### config.mk
export PLATFORM = sky130hd
export DESIGN_NAME = lbmd_bus_master
export DESIGN_NICKNAME = d
export VERILOG_FILES = /design/src/pkg/lbmd_pkg.sv /design/src/logic/lbmd_bus_master.sv /design/src/logic/lbmd_fifo_mem.sv
export SDC_FILE = /design/constraint.sdc
export NUM_CORES = 1
export LEC_CHECK = 0
export BUFFER_PORTS_ARGS = -buffer_cell sky130_fd_sc_hd__buf_2
export CORE_MARGIN = 2
export CORE_UTILIZATION = 28
export CTS_CLUSTER_DIAMETER = 50
export CTS_CLUSTER_SIZE = 25
export DETAILED_ROUTE_END_ITERATION = 10
export GPL_TIMING_DRIVEN = 0
export SYNTH_ARGS = -nofsm -noshare
export SYNTH_HDL_FRONTEND = slang
export SYNTH_SLANG_ARGS = --single-unit
### constraint.sdc
create_clock -name clock_i -period 5 [get_ports clock_i]
set_input_delay 0.25 -clock clock_i [delete_from_list [all_inputs] [get_ports clock_i]]
set_output_delay 0.25 -clock clock_i [all_outputs]
set_load 0.02 [all_outputs]
### src/pkg/lbmd_pkg.sv
// lbmd_pkg: constants, state type and helpers of the local bus master dma block.
// assumes a 50 MHz local bus clock and a 16-byte receive/transmit fifo.
package lbmd_pkg;
    localparam int FIFO_DEPTH = 16;
    localparam int PTR_W = 4;
    localparam logic [4:0] OVERRUN_FILL = 5'h0d;
    localparam logic [4:0] TX_FILL_MAX = 5'h0c;
    localparam logic [15:0] ADDR_FIELD_BYTES = 16'h0008;
    localparam logic [4:0] HDR_BYTES = 5'h04;
    localparam logic [4:0] BYTE_STEP = 5'h01;
    localparam logic [4:0] WORD_STEP = 5'h02;
    localparam logic [4:0] BURST_SEL0 = 5'h02;
    localparam logic [4:0] BURST_SEL1 = 5'h04;
    localparam logic [4:0] BURST_SEL2 = 5'h08;
    localparam logic [4:0] BURST_SEL3 = 5'h0c;
    localparam int T_STATES = 4;
    localparam logic [1:0] T_FIRST = 2'h0;
    localparam logic [1:0] T_DATA = 2'h1;
    localparam logic [1:0] T_LAST = 2'(T_STATES - 1);
    localparam logic [7:0] ZERO_BYTE = 8'h00;
    localparam int CLK_PERIOD_NS = 20;
    localparam int SFD_DELAY_NS = 7800;
    localparam int SFD_DELAY_CYC = (SFD_DELAY_NS + CLK_PERIOD_NS - 1) / CLK_PERIOD_NS;
    localparam logic [8:0] SFD_DELAY_CNT = 9'(SFD_DELAY_CYC);
    localparam logic [1:0] MODE_RESET = 2'h0;
    localparam logic [1:0] MODE_IDLE = 2'h1;
    localparam logic [1:0] MODE_MASTER = 2'h2;

    // gray codes along reset, idle, upper address cycle, transfer
    typedef enum logic [1:0] {
        ST_RESET = 2'h0,
        ST_IDLE = 2'h1,
        ST_UPPER = 2'h3,
        ST_XFER = 2'h2
    } lbmd_state_t;

    function automatic logic [4:0] burst_bytes(input logic [1:0] sel);
        case (sel)
            2'h0: burst_bytes = BURST_SEL0;
            2'h1: burst_bytes = BURST_SEL1;
            2'h2: burst_bytes = BURST_SEL2;
            default: burst_bytes = BURST_SEL3;
        endcase
    endfunction : burst_bytes

    function automatic logic [4:0] min5(input logic [4:0] a, input logic [4:0] b);
        min5 = (a < b) ? a : b;
    endfunction : min5
endpackage : lbmd_pkg

### src/logic/lbmd_bus_master.sv
// lbmd_bus_master: local bus master dma between the 16-byte fifo and buffer memory.
// assumes all inputs synchronous to clock_i and a request/grant bus arbiter.
// How it works
// RULE_01 - after reset: slave, reset state, receive and transmit disabled
// RULE_02 - stop, reset input or fifo over/underflow return to reset state
// RULE_03 - start enters idle; idle left only on fifo or remote request
// RULE_04 - every transfer requests the bus, waits for grant, then back to idle
// RULE_05 - 16 or 32 bit addressing combined with 8 or 16 bit data
// RULE_06 - each bus transfer takes four bus clocks
// RULE_07 - 32-bit mode: extra four-clock upper address cycle per burst
// RULE_08 - upper address strobe released after that first address cycle
// RULE_09 - burst moves exactly the configured length, then releases the bus
// RULE_10 - next burst waits for threshold again, or drain/fill option
// RULE_11 - grant withdrawn mid-transfer aborts the burst
// RULE_12 - local dma has priority; remote rearbitrates afterwards
// RULE_13 - request kept when local appends to remote; dropped local to remote
// RULE_14 - 16-byte fifo; local dma triggered by the fill threshold
// RULE_15 - receive: full 8-byte address field gathered before first request
// RULE_16 - first receive request no sooner than 7.8 us after frame start
// RULE_17 - carrier loss: finish burst, flush fifo, write 4-byte header, release
// RULE_18 - end of packet processing time follows burst and header sequence
// RULE_19 - overrun flagged when the thirteenth byte is written
// RULE_20 - request at n+1 bytes in byte mode, n+2 in word mode
// RULE_21 - transmit prefetches threshold bytes, then waits for frame start
// RULE_22 - arbiter grants within tolerated latency to avoid under/overrun
// RULE_23 - grant sampled on clock; first bus state on following cycle
`timescale 1ns/100ps
module lbmd_bus_master (
    input wire logic clock_i, // local bus clock
    input wire logic rstn_i, // synchronous reset, active low
    input wire logic start_cmd_i, // start command pulse
    input wire logic stop_cmd_i, // stop command pulse
    input wire logic cfg_addr32_i, // data_config_reg: 32-bit address
    input wire logic cfg_word_i, // data_config_reg: 16-bit data
    input wire logic [1:0] cfg_fifo_sel_i, // data_config_reg: threshold and burst
    input wire logic cfg_drain_all_i, // empty or fill fifo per acquisition
    input wire logic [7:0] remote_start_addr_low_i, // upper address bits 7:0
    input wire logic [7:0] remote_start_addr_high_i, // upper address bits 15:8
    input wire logic [15:0] local_base_i, // packet start in buffer memory
    input wire logic carrier_sense_i, // receive carrier
    input wire logic rx_sfd_i, // receive frame start pulse
    input wire logic rx_byte_valid_i, // receive byte strobe
    input wire logic [7:0] rx_byte_i, // receive byte
    input wire logic [7:0] rx_status_i, // receive status for header
    input wire logic tx_start_i, // transmit command pulse
    input wire logic tx_sfd_i, // transmit passed frame start
    input wire logic tx_pop_i, // serializer takes a byte
    input wire logic tx_done_i, // transmit finished
    input wire logic remote_req_i, // remote dma wants one transfer
    input wire logic remote_write_i, // remote transfer writes memory
    input wire logic [15:0] remote_addr_i, // remote dma address
    input wire logic [15:0] remote_wdata_i, // remote write data
    input wire logic bus_grant_i, // arbiter grant
    input wire logic [15:0] data_i, // memory read data
    output logic bus_request_out_o, // bus request
    output logic [15:0] addr_o, // bus address
    output logic addr_strobe_o, // lower address strobe, first T state
    output logic upper_addr_strobe_o, // upper address strobe
    output logic upper_addr_strobe_oe_o, // upper strobe driven
    output logic mem_read_o, // memory read strobe
    output logic mem_write_o, // memory write strobe
    output logic [15:0] data_o, // memory write data
    output logic data_oe_o, // data bus driven
    output logic [7:0] tx_byte_o, // byte to serializer
    output logic [15:0] remote_rdata_o, // remote read data
    output logic remote_done_o, // remote transfer done pulse
    output logic [1:0] bus_mode_o, // reset, idle or master
    output logic fifo_error_o, // sticky fifo over/underflow
    output logic end_of_packet_processing_o // end of packet sequence running
);
    lbmd_pkg::lbmd_state_t state;
    lbmd_pkg::lbmd_state_t next_state;
    logic [1:0] tcnt, next_tcnt;
    logic [4:0] fill, burst_left, next_burst_left;
    logic [3:0] wptr, rptr;
    logic [15:0] laddr, next_laddr, rx_count;
    logic [8:0] sfd_cnt;
    logic is_remote, next_is_remote, is_hdr, next_is_hdr;
    logic rx_on, tx_on, prefetched, tx_past_sfd, carrier_d;
    logic [15:0] rd_data;

    wire [4:0] step, thr, take, wr_n, rd_n, next_fill, tx_room, rx_len, tx_len;
    wire [4:0] local_len, fill_left, hdr_idx;
    wire t_end, burst_done, bus_rd_fifo, bus_wr_fifo, net_wr, net_rd, fifo_err;
    wire sfd_done, addr_ok, rx_trig, rx_need, tx_need, local_need, start_hdr;
    wire rx_begin, tx_begin, hdr_done, busy_next, next_req, next_rd_cycle;
    wire eop;
    wire [15:0] hdr_w, out_word;
    lbmd_pkg::lbmd_state_t first_state;

    assign eop = end_of_packet_processing_o;
    assign step = cfg_word_i ? lbmd_pkg::WORD_STEP : lbmd_pkg::BYTE_STEP; // RULE_05
    assign thr = lbmd_pkg::burst_bytes(cfg_fifo_sel_i); // RULE_09
    assign take = lbmd_pkg::min5(burst_left, step);
    assign t_end = (state == lbmd_pkg::ST_XFER) && (tcnt == lbmd_pkg::T_LAST);
    assign burst_done = burst_left <= step;
    assign bus_rd_fifo = t_end && bus_grant_i && !is_remote && !is_hdr && rx_on;
    assign bus_wr_fifo = t_end && bus_grant_i && !is_remote && tx_on;
    assign net_wr = rx_on && rx_byte_valid_i;
    assign net_rd = tx_on && tx_pop_i;
    assign wr_n = bus_wr_fifo ? take : {4'h0, net_wr};
    assign rd_n = bus_rd_fifo ? take : {4'h0, net_rd};
    assign next_fill = fill + wr_n - rd_n;
    assign fill_left = fill - take;
    assign fifo_err = (next_fill >= lbmd_pkg::OVERRUN_FILL) // RULE_19
        || (net_rd && (fill == '0));
    assign sfd_done = sfd_cnt == '0; // RULE_16
    assign addr_ok = rx_count >= lbmd_pkg::ADDR_FIELD_BYTES; // RULE_15
    assign rx_trig = fill >= (thr + step); // RULE_20
    assign rx_need = rx_on && ((sfd_done && addr_ok && rx_trig) || eop); // RULE_14
    assign tx_room = lbmd_pkg::TX_FILL_MAX - fill;
    assign tx_need = tx_on && (tx_room != '0) // RULE_21
        && (!prefetched || (tx_past_sfd && (fill < thr)));
    assign local_need = rx_need || tx_need;
    assign rx_len = (eop || cfg_drain_all_i) ? fill : thr; // RULE_10
    assign tx_len = !prefetched ? thr
        : (cfg_drain_all_i ? tx_room : lbmd_pkg::min5(thr, tx_room));
    assign start_hdr = rx_on && eop && (fill == '0);
    assign local_len = start_hdr ? lbmd_pkg::HDR_BYTES : (rx_on ? rx_len : tx_len);
    assign first_state = cfg_addr32_i ? lbmd_pkg::ST_UPPER : lbmd_pkg::ST_XFER; // RULE_07
    assign rx_begin = rx_sfd_i && !tx_on && !rx_on && (state != lbmd_pkg::ST_RESET);
    assign tx_begin = tx_start_i && !tx_on && !rx_on && (state != lbmd_pkg::ST_RESET);
    assign hdr_done = t_end && bus_grant_i && is_hdr && burst_done;
    assign hdr_idx = lbmd_pkg::HDR_BYTES - burst_left;
    assign hdr_w = hdr_idx[1] ? rx_count : {lbmd_pkg::ZERO_BYTE, rx_status_i};
    assign out_word = is_remote ? remote_wdata_i
        : is_hdr ? (cfg_word_i ? hdr_w
            : {lbmd_pkg::ZERO_BYTE, hdr_idx[0] ? hdr_w[15:8] : hdr_w[7:0]})
        : (cfg_word_i && (take == lbmd_pkg::WORD_STEP)) ? rd_data
        : {lbmd_pkg::ZERO_BYTE, rd_data[7:0]};
    assign busy_next = (next_state == lbmd_pkg::ST_UPPER) || (next_state == lbmd_pkg::ST_XFER);
    // idle to idle only: leaving a transfer for idle drops the request one cycle; a local append keeps it
    assign next_req = busy_next || ((state == lbmd_pkg::ST_IDLE) // RULE_13
        && (next_state == lbmd_pkg::ST_IDLE) && (local_need || remote_req_i)); // RULE_04
    assign next_rd_cycle = next_is_remote ? !remote_write_i : (tx_on && !next_is_hdr);

    always_comb begin
        next_state = state;
        next_tcnt = tcnt;
        next_burst_left = burst_left;
        next_laddr = laddr;
        next_is_remote = is_remote;
        next_is_hdr = is_hdr;
        case (state)
            lbmd_pkg::ST_RESET: begin
                if (start_cmd_i) begin
                    next_state = lbmd_pkg::ST_IDLE; // RULE_03
                end
            end
            lbmd_pkg::ST_IDLE: begin
                if (bus_request_out_o && bus_grant_i) begin // RULE_23
                    next_state = first_state;
                    next_tcnt = lbmd_pkg::T_FIRST;
                    next_is_remote = !local_need; // RULE_12
                    next_is_hdr = start_hdr;
                    next_burst_left = local_need ? local_len : step;
                    if (start_hdr) begin
                        next_laddr = local_base_i;
                    end
                end
            end
            lbmd_pkg::ST_UPPER: begin
                next_tcnt = tcnt + 2'h1;
                if (!bus_grant_i) begin
                    next_state = lbmd_pkg::ST_IDLE; // RULE_11
                end else if (tcnt == lbmd_pkg::T_LAST) begin
                    next_state = lbmd_pkg::ST_XFER; // RULE_08
                end
            end
            lbmd_pkg::ST_XFER: begin
                next_tcnt = tcnt + 2'h1; // RULE_06
                if (!bus_grant_i) begin
                    next_state = lbmd_pkg::ST_IDLE; // RULE_11
                end else if (tcnt == lbmd_pkg::T_LAST) begin
                    if (!is_remote) begin
                        next_laddr = laddr + {11'h000, take};
                    end
                    next_burst_left = burst_left - take;
                    if (!burst_done) begin
                        next_state = lbmd_pkg::ST_XFER;
                    end else if (is_remote && local_need) begin
                        next_state = first_state; // RULE_13
                        next_is_remote = 1'b0;
                        next_is_hdr = start_hdr;
                        next_burst_left = local_len;
                        if (start_hdr) begin
                            next_laddr = local_base_i;
                        end
                    end else if (!is_remote && !is_hdr && rx_on && eop) begin
                        if (fill_left != '0) begin
                            next_burst_left = fill_left; // RULE_17
                        end else begin
                            next_is_hdr = 1'b1; // RULE_18
                            next_burst_left = lbmd_pkg::HDR_BYTES;
                            next_laddr = local_base_i;
                        end
                    end else begin
                        next_state = lbmd_pkg::ST_IDLE; // RULE_09
                    end
                end
            end
            default: next_state = lbmd_pkg::ST_RESET;
        endcase
        if (rx_begin) begin
            next_laddr = local_base_i + {11'h000, lbmd_pkg::HDR_BYTES};
        end
        if (tx_begin) begin
            next_laddr = local_base_i;
        end
        if (!rstn_i || stop_cmd_i || fifo_err) begin
            next_state = lbmd_pkg::ST_RESET; // RULE_02
        end
    end

    lbmd_fifo_mem u_mem (
        .clock_i(clock_i),
        .we_i(wr_n != '0),
        .two_i(wr_n == lbmd_pkg::WORD_STEP),
        .waddr_i(wptr),
        .wdata_i(bus_wr_fifo ? data_i : {lbmd_pkg::ZERO_BYTE, rx_byte_i}),
        .raddr_i(rptr + rd_n[3:0]),
        .rdata_o(rd_data)
    );

    always_ff @(posedge clock_i) begin
        if (!rstn_i) begin
            state <= lbmd_pkg::ST_RESET; // RULE_01
            tcnt <= lbmd_pkg::T_FIRST;
            burst_left <= '0;
            laddr <= '0;
            is_remote <= 1'b0;
            is_hdr <= 1'b0;
        end else begin
            state <= next_state;
            tcnt <= next_tcnt;
            burst_left <= next_burst_left;
            laddr <= next_laddr;
            is_remote <= next_is_remote;
            is_hdr <= next_is_hdr;
        end
    end

    // fifo and packet flags; leaving to reset empties the fifo and disables both paths
    always_ff @(posedge clock_i) begin
        carrier_d <= rstn_i && carrier_sense_i;
        if (!rstn_i || next_state == lbmd_pkg::ST_RESET) begin
            fill <= '0; // RULE_01
            wptr <= '0;
            rptr <= '0;
            rx_on <= 1'b0;
            tx_on <= 1'b0;
            prefetched <= 1'b0;
            tx_past_sfd <= 1'b0;
            end_of_packet_processing_o <= 1'b0;
            sfd_cnt <= '0;
            rx_count <= '0;
        end else begin
            fill <= next_fill;
            wptr <= wptr + wr_n[3:0];
            rptr <= rptr + rd_n[3:0];
            if (rx_begin) begin
                rx_on <= 1'b1;
                sfd_cnt <= lbmd_pkg::SFD_DELAY_CNT; // RULE_16
                rx_count <= '0;
            end else begin
                if (!sfd_done) sfd_cnt <= sfd_cnt - 9'h001;
                if (net_wr) rx_count <= rx_count + 16'h0001;
            end
            if (rx_on && carrier_d && !carrier_sense_i) end_of_packet_processing_o <= 1'b1;
            if (hdr_done) begin
                rx_on <= 1'b0; // RULE_17
                end_of_packet_processing_o <= 1'b0;
            end
            if (tx_begin) begin
                tx_on <= 1'b1;
                prefetched <= 1'b0;
                tx_past_sfd <= 1'b0;
            end else if (tx_done_i) begin
                tx_on <= 1'b0;
            end
            if (tx_sfd_i && tx_on) tx_past_sfd <= 1'b1; // RULE_21
            if (bus_wr_fifo && burst_done) prefetched <= 1'b1;
        end
    end

    always_ff @(posedge clock_i) begin
        if (!rstn_i) begin
            bus_request_out_o <= 1'b0;
            addr_o <= '0;
            addr_strobe_o <= 1'b0;
            upper_addr_strobe_o <= 1'b0;
            upper_addr_strobe_oe_o <= 1'b0;
            mem_read_o <= 1'b0;
            mem_write_o <= 1'b0;
            data_o <= '0;
            data_oe_o <= 1'b0;
            tx_byte_o <= '0;
            remote_rdata_o <= '0;
            remote_done_o <= 1'b0;
            bus_mode_o <= lbmd_pkg::MODE_RESET;
            fifo_error_o <= 1'b0;
        end else begin
            bus_request_out_o <= next_req;
            addr_strobe_o <= (next_state == lbmd_pkg::ST_XFER) && (next_tcnt == lbmd_pkg::T_FIRST);
            upper_addr_strobe_o <= (next_state == lbmd_pkg::ST_UPPER)
                && (next_tcnt == lbmd_pkg::T_FIRST);
            upper_addr_strobe_oe_o <= next_state == lbmd_pkg::ST_UPPER; // RULE_08
            addr_o <= (next_state == lbmd_pkg::ST_UPPER) // RULE_07
                ? {remote_start_addr_high_i, remote_start_addr_low_i}
                : (next_is_remote ? remote_addr_i : next_laddr);
            mem_read_o <= (next_state == lbmd_pkg::ST_XFER)
                && (next_tcnt != lbmd_pkg::T_FIRST) && next_rd_cycle;
            mem_write_o <= (next_state == lbmd_pkg::ST_XFER)
                && (next_tcnt != lbmd_pkg::T_FIRST) && !next_rd_cycle;
            data_oe_o <= (next_state == lbmd_pkg::ST_XFER) && !next_rd_cycle;
            if (next_tcnt == lbmd_pkg::T_DATA) data_o <= out_word;
            if (net_rd) tx_byte_o <= rd_data[7:0];
            remote_done_o <= t_end && bus_grant_i && is_remote;
            if (t_end && is_remote && !remote_write_i) remote_rdata_o <= data_i;
            bus_mode_o <= (next_state == lbmd_pkg::ST_RESET) ? lbmd_pkg::MODE_RESET
                : (busy_next ? lbmd_pkg::MODE_MASTER : lbmd_pkg::MODE_IDLE);
            if (fifo_err) fifo_error_o <= 1'b1;
            else if (start_cmd_i) fifo_error_o <= 1'b0;
        end
    end

    wire ok_run;
    assign ok_run = !stop_cmd_i && !fifo_err && bus_grant_i;
endmodule : lbmd_bus_master

### src/logic/lbmd_fifo_mem.sv
// lbmd_fifo_mem: 16 x 8 fifo storage, one or two bytes written per edge.
// read data are registered: two bytes starting at the read address.
`timescale 1ns/100ps
module lbmd_fifo_mem (
    input wire logic clock_i, // local bus clock
    input wire logic we_i, // write enable
    input wire logic two_i, // write both bytes of wdata_i
    input wire logic [3:0] waddr_i, // first byte address
    input wire logic [15:0] wdata_i, // low byte goes first
    input wire logic [3:0] raddr_i, // read address
    output logic [15:0] rdata_o // {byte at raddr+1, byte at raddr}
);
    logic [7:0] mem [lbmd_pkg::FIFO_DEPTH];
    wire [3:0] waddr_nx;
    wire [3:0] raddr_nx;

    assign waddr_nx = waddr_i + 4'h1;
    assign raddr_nx = raddr_i + 4'h1;

    always_ff @(posedge clock_i) begin
        if (we_i) begin
            mem[waddr_i] <= wdata_i[7:0];
        end
        if (we_i && two_i) begin
            mem[waddr_nx] <= wdata_i[15:8];
        end
        rdata_o <= {mem[raddr_nx], mem[raddr_i]};
    end
endmodule : lbmd_fifo_mem

# ---- Yosys cells after proc, flatten, opt, wreduce, memory -nomap -nowiden
# Memory sizes are Yosys's and may differ from the RTL's. A register that Yosys moved wholly into a read port is not among the register bits.
# Index checks and enable logic that the tools add are counted.
dict set report word_totals {
  ff_bits 138
  ramBits 128
  input_bits 115
  output_inout_bits 68
  elab_cells 250
  n_memories 1
}
# name depth word_bits rd rd_ports_with_merged_regs write_ports line
set mem_list {}
lappend mem_list {u_mem.mem 16 8 2 2 2 lbmd_fifo_mem.sv:13} ;# logic [7:0] mem [lbmd_pkg::FIFO_DEPTH];
dict set report classes {
  add_sub_neg 16
  order_cmp 7
  eq_ne 16
  n_mux 85
  bitwise_logic 1
  n_reduce_logical 92
}
# cell n
set ops {}
lappend ops {{$mux W16} 20}
lappend ops {{$mux W5} 17}
lappend ops {{$logic_and A1 B1 Y1} 49}
lappend ops {{$pmux W16 S2} 1}
lappend ops {{$mux W2} 13}
lappend ops {{$mux W1} 25}
lappend ops {{$mux W9} 2}
lappend ops {{$add A16 B1 Y16 const B} 1}
lappend ops {{$add A16 B3 Y16 const B} 1}
lappend ops {{$add A16 B5 Y16} 1}
lappend ops {{$ge A16 B4 Y1 const B} 1}
lappend ops {{$reduce_bool A5 Y1} 3}
lappend ops {{$sub A5 B5 Y5} 3}
lappend ops {{$reduce_bool A2 Y1} 7}
lappend ops {{$eq A2 B2 Y1 const B} 6}
lappend ops {{$pmux W4 S3} 1}
lappend ops {{$logic_not A1 Y1} 11}
lappend ops {{$logic_or A1 B1 Y1} 11}
lappend ops {{$eq A5 B2 Y1 const B} 2}
lappend ops {{$lt A5 B5 Y1} 2}
lappend ops {{$pmux W5 S2} 1}
lappend ops {{$logic_not A9 Y1} 1}
lappend ops {{$sub A9 B1 Y9 const B} 1}
lappend ops {{$add A4 B1 Y4 const B} 2}
lappend ops {{22 further kinds} 35}

# ---- Depth between registers and ports, before layout
# Gate-level depths: netlist (run 1).
dict set report depth {
  word_depth 19
  mapped_depth 26
  mapped_depth_nobuf 22
}

# ---- By module
# Synthesis (run 1) repeated with hierarchy kept, for this count alone.
dict set report unflattened {
  hier_cells 1815
  area_unflattened_um2 17656.9
}
# module n_inst cells_each area_each_um2 seq_area_each_um2
set by_module_without_submodules {}
lappend by_module_without_submodules {lbmd_bus_master 1 1228 9586.7 2762.6}
lappend by_module_without_submodules {lbmd_fifo_mem 1 587 8070.2 4164.0}

# ---- Worst setup path before layout (run 1)
# OpenSTA, ideal clock, no wires.
dict set report synth_path {
  kind {register to register}
  startpoint {register state[0]}
  endpoint {register addr_o[7]}
  arrival_time_ns 4.835
  required_ns 4.884
  path_slack_ns 0.049
  stages_incl_launch_ff 26
  path_buffers 4
  path_cell_list {dfxtp_1 > inv_1 > ha_1 > clkbuf_1 > clkinv_1 > nor2_1 > clkbuf_1 > nand3_1 > clkbuf_1 > and2_0 > a21o_1 > inv_1 > ha_1 > inv_1 > ha_1 > inv_1 > fa_1 > inv_1 > a21o_1 > a21oi_1 > xnor2_1 > or4_1 > or3_1 > buf_6 > mux2_4 > a31o_1}
}
dict set report synth_between {
  elab_chain_cells 14
  word_cells_on_any_way 38
  classes_between {add/sub: 2; order compare: 1; eq/ne: 4; mux: 19; reduce/logical: 12}
}
# element line
set synth_lines {}
lappend synth_lines {{start, declared} lbmd_bus_master.sv:71} ;# lbmd_pkg::lbmd_state_t state;
lappend synth_lines {{start signal, assigned} lbmd_bus_master.sv:227} ;# state <= lbmd_pkg::ST_RESET;
lappend synth_lines {{start signal, assigned} lbmd_bus_master.sv:234} ;# state <= next_state;
lappend synth_lines {{$eq A2 B2 Y1} {lbmd_bus_master.sv:95, lbmd_bus_master.sv:144}}
lappend synth_lines {{$logic_and A1 B1 Y1} lbmd_bus_master.sv:95} ;# assign t_end = (state == lbmd_pkg::ST_XFER) && (tcnt == lbmd_pkg::T_LAST);
lappend synth_lines {{$logic_and A1 B1 Y1 (2 in a row)} {lbmd_bus_master.sv:97, lbmd_bus_master.sv:98}}
lappend synth_lines {{$logic_and A1 B1 Y1 (on tied branches)} {lbmd_bus_master.sv:98, lbmd_bus_master.sv:97}}
lappend synth_lines {{$mux W5 / $logic_and A1 B1 Y1 (equally long branches)} {lbmd_bus_master.sv:101, lbmd_bus_master.sv:97}}
lappend synth_lines {{$add A5 B5 Y5 / $mux W5 (equally long branches)} {lbmd_bus_master.sv:103, lbmd_bus_master.sv:102}}
lappend synth_lines {{$sub A5 B5 Y5} lbmd_bus_master.sv:103} ;# assign next_fill = fill + wr_n - rd_n;
lappend synth_lines {{$ge A5 B4 Y1} lbmd_bus_master.sv:105} ;# assign fifo_err = (next_fill >= lbmd_pkg::OVERRUN_FILL)
lappend synth_lines {{$logic_or A1 B1 Y1} lbmd_bus_master.sv:106} ;# || (net_rd && (fill == '0));
lappend synth_lines {{$logic_or A1 B1 Y1} lbmd_bus_master.sv:210} ;# if (!rstn_i || stop_cmd_i || fifo_err) begin
lappend synth_lines {{$mux W2} lbmd_bus_master.sv:210}
lappend synth_lines {{$eq A2 B2 Y1} lbmd_bus_master.sv:308} ;# addr_o <= (next_state == lbmd_pkg::ST_UPPER)
lappend synth_lines {{$mux W16 (*)} lbmd_bus_master.sv:309} ;# ? {remote_start_addr_high_i, remote_start_addr_low_i}
lappend synth_lines {{end signal, assigned} lbmd_bus_master.sv:308}
lappend synth_lines {{end, declared} lbmd_bus_master.sv:56} ;# output logic [15:0] addr_o,
# Every way passes the cells marked *; elsewhere a longest branch is shown, timed or not.
# A chain may end at the register's enable or synchronous reset.

# ---- Worst setup path after layout (run 1)
dict set report layout_path {
  startpoint {register state[0]}
  endpoint {register addr_o[14]}
}
# Same word-level chain as after synthesis.

==> results of run 1 <==
-- cell type report --
| cell class | instances | area (sq um) | area share (%) |
|---|---|---|---|
| clock buffer | 39 | 900 | 4.24 |
| clock inverter | 21 | 238 | 1.12 |
| inverter | 73 | 282 | 1.33 |
| timing repair buffer | 224 | 1310 | 6.19 |
| sequential | 282 | 6940 | 32.7 |
| multi-input combinational | 1302 | 9960 | 47.0 |
| tap | 837 | 1050 | 4.94 |
| buffer | 120 | 523 | 2.47 |
| antenna | 1 | 2.50 | 0.0118 |
-- worst reg2reg max path: stages (launching register included) --
cell      delay (ns)
dfxtp_2         0.37
inv_2           0.10
ha_4            0.20
clkinv_4        0.13
nor2_2          0.17
clkbuf_8        0.16
nand3_1         0.09
clkbuf_8        0.18
and2_0          0.12
a21o_1          0.20
inv_1           0.09
ha_1            0.22
inv_1           0.06
ha_1            0.15
inv_1           0.06
fa_1            0.40
inv_1           0.08
a21o_1          0.14
a21oi_2         0.08
xnor2_2         0.19
or4_4           0.49
or3_1           0.34
buf_6           0.16
buf_2           0.18
nand2_1         0.14
o221a_2         0.26
-- layer usage --
metal | up-vias | routed length (um) | global-route usage [%]
met5 | - | 0 | 0
met4 | 0 | 2220 | 7.68
met3 | 133 | 5830 | 4.68
met2 | 809 | 31500 | 34.0
met1 | 7889 | 27300 | 25.6
li1 | 7099 | - | -
-- worst max path at each step --
stage | startpoint | endpoint | slack (ns)
5_1_grt | state[0]$_SDFF_PN0_ | addr_o[14]$_SDFF_PN0_ | 0.01
4_1_cts | burst_left[0]$_SDFFE_PN0P_ | addr_o[14]$_SDFF_PN0_ | 0.006
3_3_place_gp | state[0]$_SDFF_PN0_ | u_mem.rdata_o[9]$_DFF_P_ | -1.48
6_report | state[0]$_SDFF_PN0_ | addr_o[14]$_SDFF_PN0_ | 0.15
2_1_floorplan | state[0]$_SDFF_PN0_ | addr_o[7]$_SDFF_PN0_ | 0.05
3_5_place_dp | state[0]$_SDFF_PN0_ | u_mem.rdata_o[10]$_DFF_P_ | -1.55
-- cells in the mapped netlist, drive strengths merged (7+ instances only) --
library cell	n	area, sq um
mux2i	182	1820
dfxtp	154	3080
nor4	11	83.8
nand4	15	93.8
clkbuf	104	390
xor2	25	219
buf	21	91.3
ha	48	601
nand3	35	175
o2111ai	7	61.3
nand2b	14	87.6
nor2b	15	93.8
o31ai	10	75.1
nor3	27	135
o21ai	98	490
a22oi	8	60.1
a211o	19	166
fa	9	180
and3	17	106
a21oi	103	515
or3	9	56.3
o221a	7	78.8
edfxtp	128	3840
a21o	14	105
a211oi	18	135
nor2	131	492
a31oi	17	106
mux2	8	93.8
inv	71	267
and2	12	75.1
a221oi	15	131
mux4	72	1620
nand2	220	826
xnor2	19	166
-- timing repair --
action / 4_1_cts / 5_1_grt
hold endpoints to repair: 27 / 0
hold buffers: 30 / 0
pin swaps: 1 / 3
endpoints found under the setup margin: 100 / 57
cloned: 0 / 0
gates resized for setup: 51 / 26
buffers inserted: 2 / 6
-- kinds of logic (layout without fill, tap and decap cells) --
logic type	Yosys count	in the layout	synth area share, %
AO/OA/AOI/OAI	389	389	14.6
flip-flops	282	282	39.7
AND/OR/NAND/NOR	538	538	14.3
buffers and inverters	198	477	4.34
multiplexers	262	262	20.3
adder cells (fa/ha/maj)	57	57	4.48
other	2	13	0.0431
XOR/XNOR	44	44	2.21
-- power groups by stage --
stage | sequential (mW) | clock, mW | combinational (mW)
floorplan | 2.58 | 0 | 0.495
global placement | 2.57 | 0 | 0.833
detailed placement | 2.57 | 0 | 0.846
CTS | 2.52 | 2.58 | 0.879
global route | 2.52 | 2.67 | 0.983
finish | 2.52 | 2.55 | 0.912
-- through the flow --
step | hold slack [ns] | instances
2_1_floorplan | 0.367 | 1782
3_3_place_gp | 0.442 | 2797
3_5_place_dp | 0.448 | 2804
4_1_cts | 0.00607 | 2891
5_1_grt | 0.0279 | 2898
6_report | 0.00812 | 2899
-- state kept, by name, summed over array words and instances, names as in the netlist, 2 cells and up --
signal and flops:
addr_o 16, burst_left 5, bus_mode_o 2, data_o 16
fill 5, laddr 16, remote_rdata_o 16, rptr 4
rx_count 16, sfd_cnt 9, state 2, tcnt 2
tx_byte_o 8, u_mem.mem 128, u_mem.rdata_o 16, wptr 4
==> metrics.txt, run 1 <==
outcome=completed; actual slew at the worst max-slew pin=~1.3 ns; Post-DRT Antenna Nets=0; CTS tree=done; minimum clock period=around 4.8 ns; min-delay src=tx_done_i; Place WS=-1.55 ns; Synth Register Bits=~280; Starting Density=between 20% and 30%; Die Ht=~250 um; Worst path depth=25; vias in the first global route=between 15k and 20k; Rows=slightly above 90; Core Area=between 60000 and 70000 sq um; Crit. End Element=flip-flop; Via density=approximately 5.5; Syn. warnings=0; hold path endpoint=tx_on$_SDFFE_PP0P_; R2R setup slack=about 0.15 ns; Logic pwr share=15.2%; Main synth FF type=dfxtp_1; die width=between 200 and 300 um; Slew HR=between 10 and 15%; DR WL/cell=around 23 um; CTS buffer count=34; initial DRC count=1604; VDD IR max=between 0.00015 and 0.0002 V; Final TNS setup=0 ns; I/O pin total=approximately 180; Post-synth ARST share=0%; FF-to-FF Start=state[0]$_SDFF_PN0_; Critical Path AT=around 5.3 ns; most common cell after layout, fill and taps aside=nand2_1; synthesis-to-finish area growth=21.6%; routed vias=between 15k and 20k; critical path class=flip-flop to flip-flop; type of origin of the critical path=flip-flop; most used cell, CP=inv_1; fin area=21200 sq um; Max Slew Vio Count=0; post-DP HPWL=just over 50000 um; GR Util All Layers=between 20% and 30%; PwrDens=about 280 nW/um^2; number of flops mapped to enable cells by yosys=~130; first-pass GRT wire length=98700 um; Netlist cell types=78; CP max FO=10; total chip power=5.98 mW; sequential power share=between 40% and 50%; period utilization=between 90% and 100%; Syn Inst Count=about 1.8k; # nets final=approximately 2.2k; leakage power=8.45 nW; worst hold path cell count=3; initial antenna violation count=0; FF-to-FF End=addr_o[14]$_SDFF_PN0_; H-tree depth=2; Clock Sinks=roughly 280; clock root cell=clkbuf_16; fraction of layout cells with a size suffix above 1=19.7%; R2R cell count=25; Setup WS post-layout=0.153 ns; Synth Cell Area=approximately 17000 sq um; Worst Skew=approximately 0.024 ns; max incr delay on CP=0.49 ns; syn_area_per_cell=9.84 sq um; DRC viols=0; clock group share of total power=roughly 43%; sw frac=just under 30%; Post-Route WL=66800 um; GR Overflow Total=0; delay-heaviest family, CP=simple AND/OR/NAND/NOR gates; sequential fraction of the synthesis area=around two fifths; number of setup violations in the final report=0; WP buf/inv=10; switching pwr=roughly 1.8 mW; Worst-path clk slew=0.08 ns; Max Clk Rate=between 200 and 250 MHz; most frequent cells in the layout=217 x nand2_1, 183 x buf_2, 182 x mux2i_1, 149 x dfxtp_1, 129 x nor2_1; final design utilization=34.4%; Port-buffer cells=178; gp weighted congestion=0.962; crit path max-delay cell type=or4_4; Worst-Skew Late Latency=about 0.56 ns; hold crit path type=primary input to flip-flop; Pre-antenna DRT Iters=6; P_int=about 4.2 mW; WP data required=between 5 and 6 ns; Max Root-Sink Buffers=3; unrepaired setup endpoints after global routing=false; final hold viol count=0; max_cap viols=0; pin count of the biggest net entering global routing=23; placed inst area=approximately 19000 sq um; Die ar.=between 60000 and 70000 sq um; Fill cells=6230
(Power assumes the default switching activity.)
==> run 2: changes to the inputs <==
==> constraint.sdc (replaced) <==
create_clock -name clock_i -period 5 [get_ports clock_i]
set_input_delay 0.5 -clock clock_i [delete_from_list [all_inputs] [get_ports clock_i]]
set_output_delay 0.5 -clock clock_i [all_outputs]
set_load 0.02 [all_outputs]
==> run 2 against run 1 <==
Critical path depth fell by 5. Die area did not move. Power fell by 0.26%.
==> metrics.txt, run 2 (synthesis results as in run 1) <==
Die Ht=254 um (unchanged); Pre-antenna DRT Iters=5 (was 6); met1 usage=25.6% (about the same); type of origin of the critical path=primary input (was flip-flop); actual slew at the worst max-slew pin=1.33 ns (about the same); die width=254 um (unchanged); Max Clk Rate=207 MHz (was 206 MHz); GR Util All Layers=20.3% (was 20.4%); Post-Route WL=66600 um (was 66800 um); worst hold path cell count=2 (was 3); DRC viols=0 (unchanged); pin count of the biggest net entering global routing=23 (unchanged); Crit. End Element=flip-flop (unchanged); R2R setup slack=0.17 ns (was 0.15 ns); minimum clock period=4.84 ns (was 4.85 ns); most frequent cells in the layout=217 x nand2_1, 183 x buf_2, 182 x mux2i_1, 149 x dfxtp_1, 129 x nor2_1 (unchanged); Worst Skew=0.0217 ns (was 0.0241 ns); CTS tree=done (unchanged); Hold WS=0.163 ns (was 0.00812 ns); Worst-path clk slew=0.08 ns (about the same); Max Root-Sink Buffers=3 (unchanged); I/O pin total=183 (unchanged); period utilization=96.7% (was 96.9%); first-pass GRT wire length=98300 um (was 98700 um); critical path class=primary input to flip-flop (was flip-flop to flip-flop); dpl cells=2804 (unchanged); Setup WS post-layout=0.163 ns (was 0.153 ns); Core Area=61600 sq um (unchanged); WP data required=5.42 ns (was 5.48 ns); PwrDens=286 nW/um^2 (was 282 nW/um^2); crit path from=cfg_word_i (was state[0]$_SDFF_PN0_); leakage power=8.32 nW (was 8.45 nW); FF-to-FF End=addr_o[14]$_SDFF_PN0_ (unchanged); final design utilization=33.9% (was 34.4%); DR WL/cell=23.2 um (was 23.1 um); CTS buffer count=34 (unchanged); min-delay src=remote_start_addr_high_i[0] (was tx_done_i); Slew HR=10.4% (was 10.7%); GRT busiest layer=met2 (unchanged); Starting Density=28.3% (unchanged); Port-buffer cells=178 (unchanged); CP max FO=10 (unchanged); Biggest register=u_mem.mem (unchanged); Clock Sinks=282 (unchanged); GR Layer Usage met2=33.7% (was 34.0%); M3 GR Usage=4.62% (was 4.68%); Max Slew Vio Count=0 (unchanged); R2R cell count=24 (was 25); synthesis-to-finish area growth=19.8% (was 21.6%); Via density=5.50 (was 5.49); Place WS=-1.55 ns (unchanged); initial antenna violation count=0 (unchanged); H-tree depth=2 (unchanged); hold crit path type=primary input to flip-flop (unchanged); outcome=completed (unchanged); Final TNS setup=0 ns (unchanged); GR Overflow Total=0 (unchanged); most common cell after layout, fill and taps aside=nand2_1 (unchanged); unrepaired setup endpoints after global routing=false (unchanged); routed vias=15.8k (was 15.9k); VDD IR max=0.000177 V (about the same); Critical Path AT=5.26 ns (was 5.32 ns); clock root cell=clkbuf_16 (unchanged); hold path endpoint=addr_o[8]$_SDFF_PN0_ (was tx_on$_SDFFE_PP0P_); Largest register FFs=128 (unchanged); number of setup violations in the final report=0 (unchanged); final cell count without fillers=2868 (was 2899); Post-DRT Antenna Nets=0 (unchanged); fin area=20900 sq um (was 21200 sq um); Worst-Skew Late Latency=0.56 ns (about the same); initial DRC count=1655 (was 1604); final hold viol count=0 (unchanged); diode count=0 (was 1); Rows=91 (unchanged); max_cap viols=0 (unchanged); total chip power=5.97 mW (was 5.98 mW); FF-to-FF Start=state[0]$_SDFF_PN0_ (unchanged); gp weighted congestion=0.962 (unchanged); placed inst area=19500 sq um (unchanged); vias in the first global route=15.6k (was 15.8k); # nets final=2179 (was 2209); Die ar.=64300 sq um (unchanged); fraction of layout cells with a size suffix above 1=20.1% (was 19.7%); post-DP HPWL=51200 um (unchanged)
[run 2: changes by cell type in the layout (fill, tap and decap cells not counted), sizes merged]
cell / delta
diode: -1
dlygate4sd3: -30
[run 2: worst max-delay path by stage]
stage | to | slack (ns) | depth (start not counted)
after floorplan | addr_o[7]$_SDFF_PN0_ | 0.05 | 25
after global placement | u_mem.rdata_o[9]$_DFF_P_ | -1.48 | 16
after detailed placement | u_mem.rdata_o[10]$_DFF_P_ | -1.55 | 16
after CTS | addr_o[14]$_SDFF_PN0_ | 0.006 | 23
after global routing | addr_o[14]$_SDFF_PN0_ | 0.008 | 24
final | addr_o[14]$_SDFF_PN0_ | 0.16 | 20
[run 2: metal layers]
layer,part of all wire (%),vias up
met1,41,7766
met4,3.4,0
met3,8.9,133
met5,0,-
li1,-,7035
met2,47,842
[run 2: layout make-up]
class	instances	area, sq um
multi-input cells	1302	9960
well taps	837	1050
clock buffers	39	900
fillers	6263	40700
plain buffers	120	523
inverters	73	282
repair buffers	194	1010
clock inverters	21	238
flip-flops and latches	282	6940
[run 2: what timing repair did]
action,4_1_cts,5_1_grt
buffers inserted,2,6
hold buffers,0,0
setup endpoints to repair,100,57
resized for setup,51,27
pin swaps,1,3
[run 2: critical path, stage by stage]
cell,delay (ns)
buf_2,0.25
inv_2,0.13
ha_1,0.33
nand2b_1,0.14
nand3_4,0.14
o21ai_4,0.33
inv_4,0.12
nor2_4,0.17
fa_2,0.50
inv_1,0.08
ha_1,0.23
a21o_1,0.15
a21oi_1,0.18
xor2_1,0.26
a211oi_2,0.13
or4_4,0.58
or3_1,0.34
buf_6,0.16
buf_4,0.19
o221a_2,0.33
[run 2: power breakdown]
group          leakage, nW  internal, mW  switching (mW)
clock                0.541          1.40            1.15
sequential            2.40          2.47          0.0499
combinational         5.38         0.317           0.578
